## src/verilog/prc_pkg.sv

```systemverilog
// constants and carrier types for the ratio configuration block
// assumes a 250 MHz system clock and a serial front end that hands over
// decoded register writes and reads
// Behaviour
// - normal select: lock output high when locked
// - normal select: lock output low when unlocked
// - select code 11 forces lock output low
// - outputs run only while master pin high
// - clock outputs give K times 56 or 64 kHz; sync output gives a fixed 8 kHz
// - codes 0000/0001/0010 select T1-family combinations
// - codes 0100/0101/0110 select E1-family combinations
// - register 0 bit 0 enables first loop
// - register 1 bits 4..1 hold N minus one
// - register 1 bit 0 enables second loop
// - register 2 holds first K minus one
// - register 3 holds second K minus one
// - register 4 holds sync, pin enables, lock select
package prc_pkg;

    // ****************************************
    // register map
    // ****************************************
    localparam int            ADDR_W          = 3;
    localparam int            DATA_W          = 5;
    localparam logic [2:0]    ADDR_RATIO      = 3'h0;
    localparam logic [2:0]    ADDR_IN_MULT    = 3'h1;
    localparam logic [2:0]    ADDR_OUT1_MULT  = 3'h2;
    localparam logic [2:0]    ADDR_OUT2_MULT  = 3'h3;
    localparam logic [2:0]    ADDR_OUT_EN     = 3'h4;
    localparam logic [4:0]    REG_RESET       = 5'h00;

    // field positions
    localparam int            LOOP_EN_BIT     = 0;
    localparam int            SYNC_EN_BIT     = 4;
    localparam int            PIN1_EN_BIT     = 3;
    localparam int            PIN2_EN_BIT     = 2;
    localparam logic [1:0]    LOCK_SEL_FORCE  = 2'h3;

    // ratio codes in bits 4..1 of the ratio register
    localparam logic [3:0]    RC_T1_56_56     = 4'h0;
    localparam logic [3:0]    RC_T1_56_64     = 4'h1;
    localparam logic [3:0]    RC_T1_64_64     = 4'h2;
    localparam logic [3:0]    RC_E1_56_56     = 4'h4;
    localparam logic [3:0]    RC_E1_56_64     = 4'h5;
    localparam logic [3:0]    RC_E1_64_64     = 4'h6;

    // ****************************************
    // timing
    // ****************************************
    localparam longint        SYS_CLK_HZ      = 250_000_000;
    localparam longint        BASE_56_HZ      = 56_000;
    localparam longint        BASE_64_HZ      = 64_000;
    localparam longint        SYNC_HZ         = 8_000;
    localparam int            ACC_W           = 32;
    // phase step per unit of K, scaled to a 2^32 accumulator
    localparam logic [31:0]   STEP_56 =
        32'((BASE_56_HZ << ACC_W) / SYS_CLK_HZ);
    localparam logic [31:0]   STEP_64 =
        32'((BASE_64_HZ << ACC_W) / SYS_CLK_HZ);
    localparam logic [31:0]   STEP_SYNC =
        32'((SYNC_HZ << ACC_W) / SYS_CLK_HZ);

    // ****************************************
    // types
    // ****************************************
    typedef struct packed {
        logic [4:0] ratio;
        logic [4:0] in_mult;
        logic [4:0] out1_mult;
        logic [4:0] out2_mult;
        logic [4:0] out_en;
    } prc_cfg_t;

    typedef struct packed {
        logic       valid;
        logic       e1_family;
        logic       out1_is_64;
        logic       out2_is_64;
    } prc_ratio_t;

endpackage

```

## src/verilog/prc_nco.sv

```systemverilog
// phase-accumulator clock source for one output
// assumes the step is stable or changes only between reconfigurations
module prc_nco
    import prc_pkg::*;
(
    input  wire logic        clk_i,
    input  wire logic        rst_n_i,
    input  wire logic        ce_i,
    input  wire logic        run_i,
    input  wire logic [31:0] step_i,
    output logic             clk_o
);

    logic [31:0] acc;
    logic [31:0] next_acc;
    logic        next_clk;

    always_comb
    begin
        // a stopped source restarts from zero phase, low
        next_acc = run_i ? acc + step_i : 32'h00000000;
        next_clk = run_i & next_acc[ACC_W-1];
    end

    always_ff @(posedge clk_i)
    begin
        if (!rst_n_i)
        begin
            acc   <= 32'h00000000;
            clk_o <= 1'b0;
        end
        else if (ce_i)
        begin
            acc   <= next_acc;
            clk_o <= next_clk;
        end
    end

endmodule

```

## src/verilog/prc_ratio_cfg.sv

```systemverilog
// command registers and forward master mode output control
// assumes the serial front end delivers one-cycle write strobes and
// that the loop lock and master select arrive as asynchronous pins
module prc_ratio_cfg
    import prc_pkg::*;
(
    input  wire logic              SYS_CLK_I,
    input  wire logic              NRST_I,
    input  wire logic              CE_I,
    input  wire logic              REG_WR_I,
    input  wire logic              REG_RD_I,
    input  wire logic [ADDR_W-1:0] REG_ADDR_I,
    input  wire logic [DATA_W-1:0] REG_WDATA_I,
    output logic      [DATA_W-1:0] REG_RDATA_O,
    input  wire logic              MASTER_SEL_I,
    input  wire logic              FIRST_LOOP_LOCK_I,
    output logic                   FIRST_CLOCK_OUT_O,
    output logic                   SECOND_CLOCK_OUT_O,
    output logic                   SYNC_OUT_O,
    output logic                   LOCK_INDICATOR_OUT_O
);

    // ****************************************
    // ratio code decode
    // ****************************************
    function automatic prc_ratio_t decode_ratio(input logic [3:0] code);
        prc_ratio_t r;
        r = '0;
        case (code)
            RC_T1_56_56: r = '{1'b1, 1'b0, 1'b0, 1'b0};
            RC_T1_56_64: r = '{1'b1, 1'b0, 1'b0, 1'b1};
            RC_T1_64_64: r = '{1'b1, 1'b0, 1'b1, 1'b1};
            RC_E1_56_56: r = '{1'b1, 1'b1, 1'b0, 1'b0};
            RC_E1_56_64: r = '{1'b1, 1'b1, 1'b0, 1'b1};
            RC_E1_64_64: r = '{1'b1, 1'b1, 1'b1, 1'b1};
            // other codes belong to modes this block does not serve
            default:     r = '0;
        endcase
        return r;
    endfunction

    // K field to phase step: (field + 1) units of the base rate
    function automatic logic [31:0] out_step(input logic [4:0] kfield,
                                             input logic       is_64);
        logic [31:0] k;
        k = {27'h0000000, kfield} + 32'h00000001;
        return 32'(k * (is_64 ? STEP_64 : STEP_56));
    endfunction

    // one-hot register select; addresses 5..7 hit nothing
    function automatic logic [4:0] reg_sel(input logic [ADDR_W-1:0] a);
        logic [4:0] s;
        s = 5'h00;
        case (a)
            ADDR_RATIO:     s = 5'h01;
            ADDR_IN_MULT:   s = 5'h02;
            ADDR_OUT1_MULT: s = 5'h04;
            ADDR_OUT2_MULT: s = 5'h08;
            ADDR_OUT_EN:    s = 5'h10;
            default:        s = 5'h00;
        endcase
        return s;
    endfunction

    // ****************************************
    // pin synchronisers
    // ****************************************
    logic [1:0] master_sync;
    logic [1:0] lock_sync;
    logic [1:0] next_master_sync;
    logic [1:0] next_lock_sync;

    always_comb
    begin
        // only the second stage feeds logic; the first may be metastable
        next_master_sync = {master_sync[0], MASTER_SEL_I};
        next_lock_sync   = {lock_sync[0], FIRST_LOOP_LOCK_I};
    end

    always_ff @(posedge SYS_CLK_I)
    begin
        if (!NRST_I)
        begin
            master_sync <= 2'h0;
            lock_sync   <= 2'h0;
        end
        else if (CE_I)
        begin
            master_sync <= next_master_sync;
            lock_sync   <= next_lock_sync;
        end
    end

    // ****************************************
    // command registers
    // ****************************************
    prc_cfg_t          cfg;
    prc_cfg_t          next_cfg;
    logic [DATA_W-1:0] next_rdata;
    logic [4:0]        wr_hit;
    logic [4:0]        rd_hit;

    always_comb
    begin
        next_cfg   = cfg;
        next_rdata = REG_RDATA_O;
        wr_hit     = REG_WR_I ? reg_sel(REG_ADDR_I) : 5'h00;
        rd_hit     = reg_sel(REG_ADDR_I);
        // writes land directly, no separate commit step
        if (wr_hit[0])
            next_cfg.ratio     = REG_WDATA_I;
        if (wr_hit[1])
            next_cfg.in_mult   = REG_WDATA_I;
        if (wr_hit[2])
            next_cfg.out1_mult = REG_WDATA_I;
        if (wr_hit[3])
            next_cfg.out2_mult = REG_WDATA_I;
        if (wr_hit[4])
            next_cfg.out_en    = REG_WDATA_I;
        // a read beside a write in one cycle returns the old value
        if (REG_RD_I)
        begin
            next_rdata = 5'h00;
            if (rd_hit[0])
                next_rdata = cfg.ratio;
            if (rd_hit[1])
                next_rdata = cfg.in_mult;
            if (rd_hit[2])
                next_rdata = cfg.out1_mult;
            if (rd_hit[3])
                next_rdata = cfg.out2_mult;
            if (rd_hit[4])
                next_rdata = cfg.out_en;
        end
    end

    always_ff @(posedge SYS_CLK_I)
    begin
        if (!NRST_I)
        begin
            cfg         <= '{REG_RESET, REG_RESET, REG_RESET,
                             REG_RESET, REG_RESET};
            REG_RDATA_O <= 5'h00;
        end
        else if (CE_I)
        begin
            cfg         <= next_cfg;
            REG_RDATA_O <= next_rdata;
        end
    end

    // ****************************************
    // output control
    // ****************************************
    prc_ratio_t  rc;
    logic        master;
    logic [2:0]  run;
    logic [31:0] step [3];
    logic [2:0]  clk_gen;

    always_comb
    begin
        rc     = decode_ratio(cfg.ratio[4:1]);
        master = master_sync[1];
        // the reference multiple does not shape the outputs here:
        // the loop divides the reference by N before comparison
        run[0] = master & rc.valid & cfg.ratio[LOOP_EN_BIT]
                 & cfg.out_en[PIN1_EN_BIT];
        run[1] = master & rc.valid & cfg.in_mult[LOOP_EN_BIT]
                 & cfg.out_en[PIN2_EN_BIT];
        run[2] = master & rc.valid & cfg.out_en[SYNC_EN_BIT];
        step[0] = out_step(cfg.out1_mult, rc.out1_is_64);
        step[1] = out_step(cfg.out2_mult, rc.out2_is_64);
        step[2] = STEP_SYNC;
    end

    // ****************************************
    // lock indicator
    // ****************************************
    logic next_lock_ind;

    always_comb
    begin
        // select codes 00, 01 and 10 all mean normal indication
        if (cfg.out_en[1:0] == LOCK_SEL_FORCE)
            next_lock_ind = 1'b0;
        else
            next_lock_ind = lock_sync[1];
    end

    always_ff @(posedge SYS_CLK_I)
    begin
        if (!NRST_I)
            LOCK_INDICATOR_OUT_O <= 1'b0;
        else if (CE_I)
            LOCK_INDICATOR_OUT_O <= next_lock_ind;
    end

    // ****************************************
    // clock sources
    // ****************************************
    // two outputs and the sync share one accumulator design
    for (genvar g = 0; g < 3; g++)
    begin : gen_src
        prc_nco u_nco (
            .clk_i   (SYS_CLK_I),
            .rst_n_i (NRST_I),
            .ce_i    (CE_I),
            .run_i   (run[g]),
            .step_i  (step[g]),
            .clk_o   (clk_gen[g])
        );
    end

    always_comb
    begin
        FIRST_CLOCK_OUT_O  = clk_gen[0];
        SECOND_CLOCK_OUT_O = clk_gen[1];
        SYNC_OUT_O         = clk_gen[2];
    end

endmodule

```

## config.mk

```make
export PLATFORM = sky130hd
export DESIGN_NAME = prc_ratio_cfg
export DESIGN_NICKNAME = d
export VERILOG_FILES = /design/src/verilog/prc_pkg.sv /design/src/verilog/prc_nco.sv /design/src/verilog/prc_ratio_cfg.sv
export SDC_FILE = /design/constraint.sdc
export NUM_CORES = 1
export LEC_CHECK = 0
export BUFFER_PORTS_ARGS = -buffer_cell sky130_fd_sc_hd__buf_2
export CAP_MARGIN = 20
export CELL_PAD_IN_SITES_DETAIL_PLACEMENT = 1
export CELL_PAD_IN_SITES_GLOBAL_PLACEMENT = 1
export CORE_UTILIZATION = 40
export DETAILED_ROUTE_END_ITERATION = 12
export PLACE_DENSITY_LB_ADDON = 0.1
export SYNTH_ARGS = -nofsm -noshare
export SYNTH_HDL_FRONTEND = slang
export SYNTH_HIERARCHICAL = 1
export SYNTH_SLANG_ARGS = --single-unit
```

## constraint.sdc

```tcl
create_clock -name SYS_CLK_I -period 10.9 [get_ports SYS_CLK_I]
set_clock_uncertainty 0.1 [all_clocks]
set_input_delay 0.545 -clock SYS_CLK_I [delete_from_list [all_inputs] [get_ports SYS_CLK_I]]
set_output_delay 0.545 -clock SYS_CLK_I [all_outputs]
set_load 0.02 [all_outputs]
```

==> impl_metrics.env <==
export IMPL_grt_pass1_wl_um=73800
export IMPL_ir_drop_uv=102
export IMPL_timing_final_ws_setup_ns=3.31
export IMPL_hold_path_class="in2reg"
export IMPL_max_slew_margin_rel_pct=45.2
export IMPL_core_area_um2=39700
export IMPL_final_period_utilization_pct=69.6
export IMPL_synth_edf_count=0
export IMPL_drtIter0Drc=402
export IMPL_syn_to_final_growth_pct=8.53
export IMPL_place_gp_congestion=0.861
export IMPL_dpl_hpwl_um=34800
export IMPL_drv_cap=0
export IMPL_ctsHoldBuffers=0
export IMPL_critPathKind="reg2reg"
export IMPL_finalMaxSlewViolations=0
export IMPL_drive_gt1_share_pct=5.09
export IMPL_drt_wl_total_um=43000
export IMPL_clock_fmax_ghz=0.132
export IMPL_mostFrequentLayoutCells="inv_1 (249), ha_1 (207), nand2_1 (142)"
export IMPL_place_ws_ns=3.33
export IMPL_status="complete, no violations"
export IMPL_rsz0062_at_grt="false"
export IMPL_ctsHtreeMaxLevel=4
export IMPL_grt_pass1_vias=14500
export IMPL_post_route_min_period_ns=7.59
export IMPL_setup_viol=0
export IMPL_ys_types=73
export IMPL_n_fill_cell=4779
export IMPL_grt_max_degree=55
export IMPL_cts_buffers_inserted=17
export IMPL_place_inst=2496
export IMPL_yosysTopAreaCell="dfxtp_1"
export IMPL_dpl_instance_area_um2=17000
export IMPL_initial_core_util_pct=40.6
export IMPL_synth_area_um2=16100
export IMPL_synthCells=1939
export IMPL_end_kind="register"
export IMPL_grtUsageTotal_pct=22.3
export IMPL_ys_ff_latch=131
export IMPL_synth_area_leaders="dfxtp_1 (16%), ha_1 (16%), fa_1 (13%), inv_1 (5.8%), a21oi_1 (4.1%)"
export IMPL_p_leak_nw=8.56
export IMPL_cts_tree="yes"
export IMPL_yosysSeqAreaShare_pct=16.2
export IMPL_r2r_slack_ns=3.31
export IMPL_start_kind="register"
export IMPL_cp_required_ns=11.16
export IMPL_crit_arrival_ns=7.85
export IMPL_dr_pass1_iters=4
export IMPL_totalPowerFinal_mw=1.28
export IMPL_std_cell_rows=73
export IMPL_wl_per_cell_um=17.0
export IMPL_layout_cells_non_filler=2528
export IMPL_clock_root_buffer="clkbuf_16"
export IMPL_port_buffers=23
export IMPL_synth_top_cell_area_share_pct=16.2
export IMPL_die_y_um=203
export IMPL_async_flop_share_pct=0
export IMPL_vias=13500
export IMPL_antenna_found_initial=0
export IMPL_die_x_um=203
export IMPL_worst_slew_pin_slew_ns=0.815
export IMPL_num_antenna_cells=0
export IMPL_cts_setup_buffers=0
export IMPL_avgSynthCellArea_um2=8.33
export IMPL_yosys_most_used_dff="dfxtp_1"
export IMPL_tns_ns=0
export IMPL_clk_pin_slew_ns=0.07
export IMPL_ios=24
export IMPL_grt_overflow=0
export IMPL_die_area_um2=41200
export IMPL_clockBufferDepth=2
export IMPL_worst_path_max_fanout=7
export IMPL_vias_per_cell=5.32
export IMPL_fin_area_um2=17500
export IMPL_yosys_warnings=6
export IMPL_cts_sinks=131
export IMPL_drc=0
export IMPL_cts_resized=0
export IMPL_ant_nets=0
export IMPL_nNetsFinal=2319
export IMPL_hold_viol=0
export IMPL_final_common_cell="inv_1"
export IMPL_power_density_nw_per_um2=73.2
export IMPL_insertion_delay_ns=0.49
## cells by family (layout without fill, tap and decap cells)
logic type,Yosys count,count (layout),share of synthesized area (%)
xor gates and xnor gates,120,120,6.51
AOI/OAI and AO/OA,522,522,21.8
other,2,68,0.0465
buffers and inverters,312,310,7.37
adders and majority gates,314,314,29.3
muxes,41,41,2.93
DFF,131,131,16.2
and+or+nand+nor,497,497,15.8
## cells in the mapped netlist (27+ instances only)
cell        n
inv_1     249
ha_1      207
nand2_1   142
a21oi_1   133
dfxtp_1   131
fa_1      107
o21ai_0    84
nor2_1     78
a21o_1     70
xnor2_1    68
xor2_1     52
clkbuf_1   48
nand3_1    45
nor2b_1    45
and2_1     41
mux2i_1    36
nor3_1     27
o22ai_1    27
## area by class of cell
type,count,area (µm²),share of cell area (%)
multi-input cells,1562,12600,71.8
flip-flops and latches,131,2620,15.0
inverters,249,935,5.33
well taps,525,657,3.75
clock buffers,19,443,2.53
repair buffers,29,160,0.914
clock inverters,13,124,0.707
## sequential cells by signal (all words and copies together), names as in the netlist
name                  cells
cfg                      25
LOCK_INDICATOR_OUT_O      1
lock_sync                 2
gen_src.u_nco/acc        93
master_sync               2
REG_RDATA_O               5
gen_src.u_nco/clk_o       3
## routing by layer
metal | vias to the layer above | GRT usage, % | wire length, µm
li1 | 6788 | - | -
met2 | 99 | 38.6 | 20900
met4 | 0 | 6.77 | 689
met1 | 6530 | 28.4 | 20600
met5 | - | 0 | 0
met3 | 40 | 3.69 | 897
## final timing paths
check                                   startpoint  depth (start not counted)                                     to
min reg2reg  gen_src[0].u_nco/acc[23]$_SDFFE_PN0P_                          2  gen_src[0].u_nco/acc[23]$_SDFFE_PN0P_
max                           cfg[10]$_SDFFE_PN0P_                         25    gen_src[0].u_nco/clk_o$_SDFFE_PN0P_
min                                   MASTER_SEL_I                          3            master_sync[0]$_SDFFE_PN0P_
max reg2reg                   cfg[10]$_SDFFE_PN0P_                         25    gen_src[0].u_nco/clk_o$_SDFFE_PN0P_
## per-stage QoR
| stage | hold WS [ns] | util, % |
|---|---|---|
| 6_report | 0.227 | 44.1 |
| 5_1_grt | 0.252 | 44.1 |
| 4_1_cts | 0.178 | 44.1 |
| 3_5_place_dp | 0.344 | 42.7 |
| 3_3_place_gp | 0.337 | 42.7 |
| 2_1_floorplan | 0.329 | - |
## worst max-delay path, stage by stage (launching register included)
cell and delay [ns]:
dfxtp_1 0.46, ha_1 0.23, nand3_1 0.10, xnor2_1 0.49, inv_1 0.17, nor2_1 0.46
inv_1 0.18, fa_1 0.55, fa_1 0.44, fa_1 0.51, inv_1 0.04, ha_1 0.37
a21oi_1 0.26, o21ai_0 0.13, or3_1 0.38, a31o_2 0.30, a211oi_1 0.30, xnor2_1 0.13
ha_1 0.41, nand4_1 0.21, o21ba_2 0.25, o21ai_0 0.32, a22oi_1 0.12, o21ai_1 0.21
mux2i_1 0.23, a22oi_1 0.10
## where the power goes
group / internal, mW / total [mW] / switching [mW]
clock: 0.321 / 0.579 / 0.258
sequential: 0.482 / 0.484 / 0.00231
combinational: 0.0830 / 0.219 / 0.136
total: 0.886 / 1.28 / 0.396
Note: power is estimated with default switching activity, not from simulation.
